===== src/logic/stuck_monitor_consts.svh =====
// Constants for the stuck inspection input monitor.
// Assumes a 200 MHz clock and a 1 ms internal timebase.
`ifndef STUCK_MONITOR_CONSTS_SVH
`define STUCK_MONITOR_CONSTS_SVH
// Clock rate in kHz and the derived cycles per millisecond.
`define CLK_KHZ 200000
`define MS_CYCLES (`CLK_KHZ)
// Automatic mode limit in milliseconds.
`define AUTO_LIMIT_MS 250
// Inspection mode limit in milliseconds (five seconds).
`define INSP_LIMIT_MS 5000
// Width of the millisecond stuck counters.
`define MS_CNT_W 13
// Register byte offsets on the Avalon-MM port.
`define REG_CTRL 4'h0
`define REG_STATUS 4'h4
`define REG_MASK 4'h8
`define REG_STATE 4'hC
// Control register fields.
`define CTRL_ENABLE_BIT 0
`define CTRL_INSP_BIT 1
`define CTRL_RESET_BIT 2
// Status and mask register fields.
`define ST_CARTOP_BIT 0
`define ST_PANEL_BIT 1
`define ST_FAULT_BIT 2
`define ST_W 3
`endif


===== src/logic/stuck_monitor_pkg.sv =====
// Types for the stuck inspection input monitor.
// Assumes nothing beyond a SystemVerilog compiler.
`default_nettype none
package stuck_monitor_pkg;
   // Operating mode seen by the stuck timers.
   typedef enum logic {
      MODE_AUTO,
      MODE_INSP
   } op_mode_t;
   // Shutdown sequencing states.
   typedef enum logic [1:0] {
      SD_IDLE,
      SD_PENDING,
      SD_SHUTDOWN
   } shutdown_t;
endpackage : stuck_monitor_pkg
`default_nettype wire


===== src/logic/stuck_group_timer.sv =====
// One stuck timer for a group of three inspection inputs.
// Assumes synchronised inputs and a one-cycle millisecond tick.
`include "stuck_monitor_consts.svh"
`default_nettype none
module stuck_group_timer #(
   parameter int CNT_W = `MS_CNT_W,
   parameter logic [`MS_CNT_W-1:0] AUTO_MS = `MS_CNT_W'(`AUTO_LIMIT_MS),
   parameter logic [`MS_CNT_W-1:0] INSP_MS = `MS_CNT_W'(`INSP_LIMIT_MS)
) (
   input wire logic clk, // System clock.
   input wire logic nrst, // Synchronous reset, active low.
   input wire logic ms_tick, // One pulse each millisecond.
   input wire logic monitor_en, // Monitoring option enabled.
   input wire stuck_monitor_pkg::op_mode_t mode, // Current mode.
   input wire logic en_in, // Enable button.
   input wire logic up_in, // Up button.
   input wire logic dn_in, // Down button.
   output logic stuck // One-cycle pulse when limit passes.
);
   logic [CNT_W-1:0] cnt_r;
   logic cond;
   logic mode_prev_r;
   logic fired_r;
   logic [CNT_W-1:0] limit;

   // Stuck condition for the current mode.
   always_comb
   begin
      if (mode == stuck_monitor_pkg::MODE_AUTO)
      begin
         cond = en_in | up_in | dn_in;
         limit = AUTO_MS;
      end
      else
      begin
         cond = (en_in | up_in | dn_in) &&
            !({en_in, up_in, dn_in} == 3'b110) &&
            !({en_in, up_in, dn_in} == 3'b101);
         limit = INSP_MS;
      end
   end

   // Counter restarts when the condition ends or the mode changes.
   always_ff @(posedge clk)
   begin
      if (!nrst)
      begin
         cnt_r <= '0;
         fired_r <= 1'b0;
         mode_prev_r <= 1'b0;
      end
      else
      begin
         mode_prev_r <= mode;
         if (!monitor_en || !cond || (mode_prev_r != mode))
         begin
            cnt_r <= '0;
            fired_r <= 1'b0;
         end
         else if (ms_tick && !fired_r)
         begin
            if (cnt_r >= limit)
               fired_r <= 1'b1;
            else
               cnt_r <= cnt_r + 1'b1;
         end
      end
   end

   assign stuck = monitor_en && cond && ms_tick && !fired_r &&
      (cnt_r >= limit) && (mode_prev_r == mode);
endmodule : stuck_group_timer
`default_nettype wire


===== src/logic/stuck_inspection_input_monitor.sv =====
// Stuck inspection input monitor: top level with Avalon-MM registers.
// Assumes asynchronous pushbutton pins and a floor-arrival level input.
//
// Implementation choices: the Avalon-MM slave port and the placing of the registers.
`include "stuck_monitor_consts.svh"
`default_nettype none
module stuck_inspection_input_monitor #(
   parameter int MS_DIV = `MS_CYCLES
) (
   input wire logic clk, // System clock, 200 MHz.
   input wire logic nrst, // Synchronous reset, active low.
   input wire logic [3:0] avs_address, // Byte address.
   input wire logic avs_read, // Read strobe.
   input wire logic avs_write, // Write strobe.
   input wire logic [31:0] avs_writedata, // Write data.
   input wire logic [3:0] avs_byteenable, // Byte enables.
   output logic [31:0] avs_readdata, // Read data.
   output logic avs_waitrequest, // Stall.
   input wire logic cartop_enable_in, // Cartop enable pin.
   input wire logic cartop_up_in, // Cartop up pin.
   input wire logic cartop_down_in, // Cartop down pin.
   input wire logic panel_enable_in, // Car panel enable pin.
   input wire logic panel_up_in, // Car panel up pin.
   input wire logic panel_down_in, // Car panel down pin.
   input wire logic inspection_mode_in, // Car on inspection pin.
   input wire logic at_floor_in, // Car stopped at floor pin.
   input wire logic fault_reset_in, // Fault reset pin.
   output logic cartop_stuck_event, // Cartop stuck pulse.
   output logic panel_stuck_event, // Panel stuck pulse.
   output logic stuck_shutdown_fault, // Latched shutdown fault.
   output logic hall_call_release, // Reassign or cancel hall calls.
   output logic door_cycle_req, // Cycle doors once at floor.
   output logic car_call_cancel, // Cancel all car calls.
   output logic out_of_service, // Car held out of service.
   output logic irq // Level interrupt.
);
   // Pin synchronisers: two flops per pin.
   localparam int NPIN = 9;
   logic [NPIN-1:0] pin_raw;
   logic [NPIN-1:0] sync1_r;
   logic [NPIN-1:0] sync2_r;
   assign pin_raw = {fault_reset_in, at_floor_in, inspection_mode_in,
      panel_down_in, panel_up_in, panel_enable_in,
      cartop_down_in, cartop_up_in, cartop_enable_in};

   // Second flop alone reads the first, keeping metastability contained.
   // The floor and fault reset pins pass the same two stages, so their
   // two-cycle lag matches that of the buttons.
   always_ff @(posedge clk)
   begin
      if (!nrst)
      begin
         sync1_r <= '0;
         sync2_r <= '0;
      end
      else
      begin
         sync1_r <= pin_raw;
         sync2_r <= sync1_r;
      end
   end

   logic at_floor;
   logic fault_reset_pin;
   logic fault_reset_pin_prev_r;
   stuck_monitor_pkg::op_mode_t mode;
   assign at_floor = sync2_r[7];
   assign fault_reset_pin = sync2_r[8];

   // Registers.
   logic ctrl_enable_r;
   logic ctrl_insp_r;
   logic [`ST_W-1:0] status_r;
   logic [`ST_W-1:0] mask_r;
   logic sw_reset_pulse;
   logic wr_ctrl;
   logic wr_status;
   logic wr_mask;

   // Inspection is entered by the pin or forced from software.
   // The two are ORed: software can force inspection but can never take
   // a car that is on inspection by its switch back to automatic.
   assign mode = (sync2_r[6] || ctrl_insp_r) ?
      stuck_monitor_pkg::MODE_INSP : stuck_monitor_pkg::MODE_AUTO;

   // Millisecond timebase, shared by both timers. The first tick after a
   // press may fall anywhere within a millisecond, so each limit is met to
   // within one tick; a divider per group would cost area for no gain.
   logic [31:0] div_r;
   logic ms_tick;
   assign ms_tick = (div_r == 32'(MS_DIV - 1));
   always_ff @(posedge clk)
   begin
      if (!nrst)
         div_r <= 32'h0000_0000;
      else if (ms_tick)
         div_r <= 32'h0000_0000;
      else
         div_r <= div_r + 32'h0000_0001;
   end

   // One timer per input group.
   logic cartop_hit;
   logic panel_hit;
   stuck_group_timer cartop_timer (
      .clk(clk),
      .nrst(nrst),
      .ms_tick(ms_tick),
      .monitor_en(ctrl_enable_r),
      .mode(mode),
      .en_in(sync2_r[0]),
      .up_in(sync2_r[1]),
      .dn_in(sync2_r[2]),
      .stuck(cartop_hit)
   );
   stuck_group_timer panel_timer (
      .clk(clk),
      .nrst(nrst),
      .ms_tick(ms_tick),
      .monitor_en(ctrl_enable_r),
      .mode(mode),
      .en_in(sync2_r[3]),
      .up_in(sync2_r[4]),
      .dn_in(sync2_r[5]),
      .stuck(panel_hit)
   );

   // Event outputs are registered pulses.
   // Status and the shutdown sequencer take the unregistered hits; the
   // events feed no logic here and never gate motion or doors by themselves.
   // events informational only
   always_ff @(posedge clk)
   begin
      if (!nrst)
      begin
         cartop_stuck_event <= 1'b0;
         panel_stuck_event <= 1'b0;
      end
      else
      begin
         cartop_stuck_event <= cartop_hit;
         panel_stuck_event <= panel_hit;
      end
   end

   // Fault reset from the pin edge or from software.
   // The pin acts on its rising edge, so a button held down cannot mask
   // a fault that is raised while it is still pressed. The edge detector
   // starts at the pin's idle level, so no false edge follows reset.
   logic fault_reset;
   always_ff @(posedge clk)
   begin
      if (!nrst)
         fault_reset_pin_prev_r <= 1'b0;
      else
         fault_reset_pin_prev_r <= fault_reset_pin;
   end
   assign fault_reset = (fault_reset_pin && !fault_reset_pin_prev_r) ||
      sw_reset_pulse;

   // Shutdown sequencing.
   // A stuck input found on automatic first parks the fault in pending:
   // the car finishes its run and the fault takes hold at the next floor.
   // A fault reset while pending cancels it before the car is shut down.
   stuck_monitor_pkg::shutdown_t sd_r;
   logic auto_stuck;
   logic door_done_r;
   assign auto_stuck = (cartop_hit || panel_hit) &&
      (mode == stuck_monitor_pkg::MODE_AUTO);

   always_ff @(posedge clk)
   begin
      if (!nrst)
         sd_r <= stuck_monitor_pkg::SD_IDLE;
      else
      begin
         unique case (sd_r)
            stuck_monitor_pkg::SD_IDLE:
               if (auto_stuck)
                  sd_r <= stuck_monitor_pkg::SD_PENDING;
            stuck_monitor_pkg::SD_PENDING:
               if (fault_reset)
                  sd_r <= stuck_monitor_pkg::SD_IDLE;
               else if (at_floor)
                  sd_r <= stuck_monitor_pkg::SD_SHUTDOWN;
            stuck_monitor_pkg::SD_SHUTDOWN:
               if (fault_reset)
                  sd_r <= stuck_monitor_pkg::SD_IDLE;
            default:
               sd_r <= stuck_monitor_pkg::SD_IDLE;
         endcase
      end
   end

   // Door cycle is requested once per shutdown, on the first cycle at floor.
   always_ff @(posedge clk)
   begin
      if (!nrst)
         door_done_r <= 1'b0;
      else if (sd_r != stuck_monitor_pkg::SD_SHUTDOWN)
         door_done_r <= 1'b0;
      else
         door_done_r <= 1'b1;
   end

   // Shutdown outputs, all registered.
   always_ff @(posedge clk)
   begin
      if (!nrst)
      begin
         stuck_shutdown_fault <= 1'b0;
         hall_call_release <= 1'b0;
         door_cycle_req <= 1'b0;
         car_call_cancel <= 1'b0;
         out_of_service <= 1'b0;
      end
      else
      begin
         stuck_shutdown_fault <= (sd_r == stuck_monitor_pkg::SD_SHUTDOWN);
         hall_call_release <= (sd_r != stuck_monitor_pkg::SD_IDLE);
         door_cycle_req <= (sd_r == stuck_monitor_pkg::SD_SHUTDOWN) &&
            !door_done_r;
         car_call_cancel <= (sd_r == stuck_monitor_pkg::SD_SHUTDOWN);
         out_of_service <= (sd_r == stuck_monitor_pkg::SD_SHUTDOWN);
      end
   end

   // Read handshake: one wait state lets read data come from a flop and
   // still stand at the edge where waitrequest is sampled low. Writes need
   // no wait state and land at the edge that takes them.
   logic rd_ack_r;
   logic rd_take;
   assign rd_take = avs_read && !rd_ack_r;
   assign avs_waitrequest = rd_take;
   always_ff @(posedge clk)
   begin
      if (!nrst)
         rd_ack_r <= 1'b0;
      else
         rd_ack_r <= rd_take;
   end

   // Write decode; only byte lane 0 carries register bits.
   assign wr_ctrl = avs_write && avs_byteenable[0] &&
      (avs_address == `REG_CTRL);
   assign wr_status = avs_write && avs_byteenable[0] &&
      (avs_address == `REG_STATUS);
   assign wr_mask = avs_write && avs_byteenable[0] &&
      (avs_address == `REG_MASK);
   assign sw_reset_pulse = wr_ctrl && avs_writedata[`CTRL_RESET_BIT];

   // Control register; the reset bit is self clearing and never stored.
   // Dropping the enable bit restarts both timers at once, so a stuck
   // button is timed afresh when monitoring is turned back on.
   always_ff @(posedge clk)
   begin
      if (!nrst)
      begin
         ctrl_enable_r <= 1'b0;
         ctrl_insp_r <= 1'b0;
         mask_r <= '0;
      end
      else
      begin
         if (wr_ctrl)
         begin
            ctrl_enable_r <= avs_writedata[`CTRL_ENABLE_BIT];
            ctrl_insp_r <= avs_writedata[`CTRL_INSP_BIT];
         end
         if (wr_mask)
            mask_r <= avs_writedata[`ST_W-1:0];
      end
   end

   // Status set terms. The fault bit is set on the first cycle of
   // shutdown only, before the fault flop catches up, so clearing it
   // during a long shutdown does not see it come straight back.
   logic [`ST_W-1:0] status_set;
   always_comb
   begin
      status_set = '0;
      status_set[`ST_CARTOP_BIT] = cartop_hit;
      status_set[`ST_PANEL_BIT] = panel_hit;
      status_set[`ST_FAULT_BIT] = !stuck_shutdown_fault &&
         (sd_r == stuck_monitor_pkg::SD_SHUTDOWN);
   end

   // Sticky status: a new event wins over a write-one clear.
   always_ff @(posedge clk)
   begin
      if (!nrst)
         status_r <= '0;
      else if (wr_status)
         status_r <= (status_r & ~avs_writedata[`ST_W-1:0]) | status_set;
      else
         status_r <= status_r | status_set;
   end

   // Level interrupt: it stays high until software clears the cause or
   // masks it, so an event cannot be lost between two polls.
   assign irq = |(status_r & mask_r);

   // Read data registered; unmapped offsets read as zero.
   // Loaded in the wait state only, so the word stands until the next read.
   always_ff @(posedge clk)
   begin
      if (!nrst)
         avs_readdata <= 32'h0000_0000;
      else if (rd_take)
      begin
         unique case (avs_address)
            `REG_CTRL:
               avs_readdata <= {30'h0, ctrl_insp_r, ctrl_enable_r};
            `REG_STATUS:
               avs_readdata <= {29'h0, status_r};
            `REG_MASK:
               avs_readdata <= {29'h0, mask_r};
            `REG_STATE:
               avs_readdata <= {26'h0, sync2_r[5:0]} |
                  {28'h0, out_of_service, 3'h0};
            default:
               avs_readdata <= 32'h0000_0000;
         endcase
      end
   end
endmodule : stuck_inspection_input_monitor
`default_nettype wire


===== config.mk =====
export PLATFORM = sky130hd
export DESIGN_NAME = stuck_inspection_input_monitor
export DESIGN_NICKNAME = d
export VERILOG_FILES = /design/src/logic/stuck_monitor_pkg.sv /design/src/logic/stuck_group_timer.sv /design/src/logic/stuck_inspection_input_monitor.sv
export VERILOG_INCLUDE_DIRS = /design/src /design/src/logic
export SDC_FILE = /design/constraint.sdc
export NUM_CORES = 1
export LEC_CHECK = 0
export BUFFER_PORTS_ARGS = -buffer_cell sky130_fd_sc_hd__buf_2
export CAP_MARGIN = 20
export CORE_MARGIN = 1
export CORE_UTILIZATION = 50
export CTS_BUF_LIST = sky130_fd_sc_hd__clkbuf_16
export DETAILED_ROUTE_END_ITERATION = 8
export PLACE_DENSITY_LB_ADDON = 0.2
export SYNTH_ARGS = -nofsm -noshare
export SYNTH_HDL_FRONTEND = slang
export SYNTH_SLANG_ARGS = --single-unit

===== constraint.sdc =====
create_clock -name clk -period 2.7 [get_ports clk]
set_input_delay 0.54 -clock clk [delete_from_list [all_inputs] [get_ports clk]]
set_output_delay 0.54 -clock clk [all_outputs]
set_load 0.01 [all_outputs]

==> results by stage <==
Clocking:
- TritonCTS built the clock tree.
- The cell sitting at the root of the clock tree is a sky130_fd_sc_hd__clkbuf_16.
- The clock-pin slew on the worst setup and hold paths is 70 ps.
- The buffers inserted during post-CTS setup optimization is 0.
- The clock passes through at most 2 buffers.
- The CTS buffer count is 9.
- The hold buffer count at cts is 0.
- The clock tree synthesis step divided the H-tree into 3 levels.
- The sink count of the clock tree is 102.
- The clock latency reported for the late side of the worst-skew pair is 360 ps.

Pwr:
- The worst-case IR drop observed on VDD is 0.0004209 V.
- Net switching is 23.50% of the power.
- Cell internal power was estimated by the tool at 2317 uW.
- The share of power burned in combinational logic is 4.0%.
- The clock share of power is 45.5%.
- The power density over the cells is 544.9 nW/um^2.
- The analysis attributes to net switching a power of 711.8 uW.
- The part of the total power dissipated in sequential elements is 50.6%.
- The design draws 3029 uW.
- The standby leakage power is 0.002094 uW.

Setup path:
- STA classifies the critical path endpoint as a flop.
- The required arrival time at the worst endpoint is 2980 ps.
- STA classifies the critical path startpoint as a flop.
- The maximum fanout encountered on the critical timing path is 9.
- The category of the most critical setup path is flop to flop.
- STA puts the critical path data arrival time at 2880 ps.

Logic synthesis:
- Measured against the total synthesized area, the mux share comes to 2.764%.
- The register bit count reported by yosys is 102.
- Synthesis produced a netlist whose cell count is 559.
- The synthesized netlist devotes 26.77% of its cell area to simple gates.
- The distinct cell type count of the synthesized netlist is 59.
- For this run, asynchronously set or reset flops after synthesis account for 0%.
- After synthesis, the largest family of logic cells by area is simple AND/OR/NAND/NOR gates.
- The count of flip-flops with a built-in enable after synthesis is 0.
- A synthesized cell averages 8.828 um^2.
- Among all flip-flop cells after synthesis, the most frequent one is sky130_fd_sc_hd__dfxtp_1.
- The post-synthesis instance area is 4935 um^2.
- The synthesized netlist devotes 13.59% of its cell area to compound gates.
- The xor and xnor fraction of the mapped netlist area is 5.325%.
- The adder and majority gate portion of the synthesized area is 2.282%.
- For this run, the register share of the synthesized area comes to 41.38%.
- The number of warnings printed during yosys synthesis is 0.

Timing:
- Setup slack on the critical path of the routed design comes to 96.57 ps.
- The relative max-transition margin is 50.60%.
- On the final layout, the worst clock skew is 9.110 ps.
- At the pin with the least slew margin, the transition time is 734.2 ps.
- The clock period minus worst slack is 2603 ps.
- The share of the cycle needed by the critical path after routing is 96.42%.
- The count of endpoints failing setup in the final report is 0.
- The max-slew violation total from the final report is 0.
- The number of failing hold endpoints at the final stage came to 0.
- Static timing analysis puts the maximum clock frequency at 384.1 MHz.

Detailed routing:
- For this run, design rule violations remaining after detail routing come to 0.
- Dividing the detail-routed wire length by the instance count gives 13.68 um.
- The detailed-route via count is 4068.
- The average via count per standard cell is 5.505.
- Summed over all layers, the routed wires come to 10.11 mm.
- The number of routed nets with antenna violations is 0.
- The detailed-router iteration count before antenna repair is 5.
- The detailed router finished its first iteration with 186 violations.

Floorplanning:
- After floorplanning, the core was divided into 35 placement rows.
- The number of ports placed on the die boundary is 94.
- The area inside the core boundary is 9415 um^2.
- The die is 101.3 um wide.
- The die is 101.3 um tall.
- The area enclosed by the die boundary is 10270 um^2.
- The initial core utilization is 52.41%.

Job:
- Max-cap violations in this run came to 0.

Final layout:
- The multi-input combinational cell area is 2616 um^2.
- The number of nets in the finished design is 667.
- The layout overhead on the synthesized area is 12.65%.
- The total of fill cells in the finished design is 853.
- The number of antenna repair diodes is 0.
- Of the cells placed in the final design, the portion with a size suffix greater than 1 is 15.41%.
- The sequential cell area is 2042 um^2.

Global routing:
- The number of antenna violations at the first check in global routing came to 0.
- The first global-routing pass estimated 17.54 mm of wire.
- For this run the aggregate overflow at the end of global routing stands at 0.
- The number of global-route vias before repair is 3860.
- The largest net degree at the start of global routing is 30.
- The total global-route track usage is 21.84%.

Min path:
- The path category of the worst min-delay check is primary input to flop.

Placement:
- At the end of routability-driven placement, the weighted congestion stood at 0.8348.
- Timing analysis after detailed placement gives a worst setup slack of -45.15 ps.
- The HPWL after detailed placement is 7.384 mm.
- The count of buffers from port buffering is 35.

Status:
- The flow ran to the end, and the final reports show no timing, DRC or antenna violations.
## cell type report
type	count	area share, %
clock buffer	9	4.051
clock inverter	7	1.891
sequential	102	36.73
timing repair buffer	55	5.852
tap	129	2.903
inverter	21	1.508
multi-input combinational	416	47.06
## power by group through the flow
| stage | Combinational [uW] | Sequential, uW | Clock [uW] |
|---|---|---|---|
| 2_1_floorplan | 108 | 1560 | 0 |
| 3_3_place_gp | 116 | 1570 | 0 |
| 3_5_place_dp | 119 | 1570 | 0 |
| 4_1_cts | 120 | 1530 | 1420 |
| 5_1_grt | 136 | 1530 | 1480 |
| 6_report | 121 | 1530 | 1380 |
## cells in the final DEF (no fill, tap or decap), drive strengths merged, types with 3 or more instances in the layout
cell type	n
a21oi	36
a221oi	3
a22oi	3
a31oi	4
and2	25
and3	13
and4	4
buf	55
clkbuf	9
clkinv	4
conb	26
dfxtp	102
ha	9
inv	23
mux2i	8
nand2	29
nand2b	6
nand3	25
nand3b	4
nand4	15
nor2	58
nor2b	6
nor3	7
nor4	16
o21ai	19
o22ai	3
o31ai	8
or2	4
or3	19
or4	7
xnor2	16
xor2	14
## cells in the mapped netlist (13+ instances only)
cell | instances | share of area, %
sky130_fd_sc_hd__buf_4 | 29 | 4.4
sky130_fd_sc_hd__and2_1 | 24 | 3.0
sky130_fd_sc_hd__a21oi_1 | 36 | 3.7
sky130_fd_sc_hd__and3_1 | 13 | 1.6
sky130_fd_sc_hd__xor2_1 | 14 | 2.5
sky130_fd_sc_hd__nor2_1 | 58 | 4.4
sky130_fd_sc_hd__dfxtp_1 | 102 | 41
sky130_fd_sc_hd__xnor2_1 | 16 | 2.8
sky130_fd_sc_hd__nand3_1 | 23 | 2.3
sky130_fd_sc_hd__nor4_1 | 16 | 2.0
sky130_fd_sc_hd__or3_1 | 17 | 2.2
sky130_fd_sc_hd__o21ai_0 | 19 | 1.9
sky130_fd_sc_hd__inv_1 | 20 | 1.5
sky130_fd_sc_hd__nand2_1 | 29 | 2.2
sky130_fd_sc_hd__nand4_1 | 15 | 1.9
## metrics by stage
step | instance area [um^2] | setup TNS [ps] | hold WS [ps] | std cells | utilization (%)
after detailed placement | 5214 | -114.5 | 417.7 | 723 | 55.38
final | 5559 | 0 | 384.6 | 739 | 59.04
after CTS | 5547 | 0 | 372.3 | 739 | 58.91
after global routing | 5559 | -8.988 | 376.6 | 739 | 59.04
after floorplan | 5029 | 0 | 411.9 | 584 | -
after global placement | 5214 | 0 | 414.0 | 723 | 55.38
## critical path, stage by stage, from the launching register on
cell and delay (ps):
sky130_fd_sc_hd__dfxtp_1 310, sky130_fd_sc_hd__or2_4 320, sky130_fd_sc_hd__ha_1 320, sky130_fd_sc_hd__a21oi_1 190, sky130_fd_sc_hd__o22ai_1 130, sky130_fd_sc_hd__a221oi_4 330
sky130_fd_sc_hd__nand3_2 220, sky130_fd_sc_hd__buf_4 230, sky130_fd_sc_hd__or3_1 340, sky130_fd_sc_hd__a21oi_1 140
## layer usage
metal	vias to the layer above	GRT usage [%]	part of all wire, %
li1	2038	-	-
met1	1931	27.19	47
met2	85	36.68	48
met3	14	4.624	3.7
met4	0	9.253	1.8
met5	-	0	0
## registers in the layout, indices dropped and copies added (netlist names)
register and count:
avs_readdata 6, cartop_stuck_event 1, cartop_timer.cnt_r 13, cartop_timer.fired_r 1, cartop_timer.mode_prev_r 1, ctrl_enable_r 1, ctrl_insp_r 1, div_r 32
door_cycle_req 1, door_done_r 1, fault_reset_pin_prev_r 1, hall_call_release 1, mask_r 3, panel_stuck_event 1, panel_timer.cnt_r 13, panel_timer.fired_r 1
rd_ack_r 1, sd_r 2, status_r 3, sync1_r 9, sync2_r 9
## final timing paths
kind                     start                      to  slack (ps)  depth (start not counted)
setup / recovery   ctrl_insp_r  cartop_timer.cnt_r[10]         100                          9
hold / removal    cartop_up_in              sync1_r[1]         380                          2
setup reg to reg   ctrl_insp_r  cartop_timer.cnt_r[10]         100                          9
hold reg to reg     sync1_r[3]              sync2_r[3]         430                          1
## cells by family (layout without fill, tap and decap cells)
kind of cell,after synthesis,in the layout
flops,102,102
buf+inv,66,92
xor+xnor,30,30
mux,11,11
other cells,1,26
compound gates,96,96
fa+ha+maj,9,9
simple gates,244,244
## repair_timing
item / in CTS / in global routing
cloned: 0 / 0
resized for setup: 1 / 2
setup endpoints to repair: 5 / 2
No activity file was read; power rests on OpenSTA's default activity.
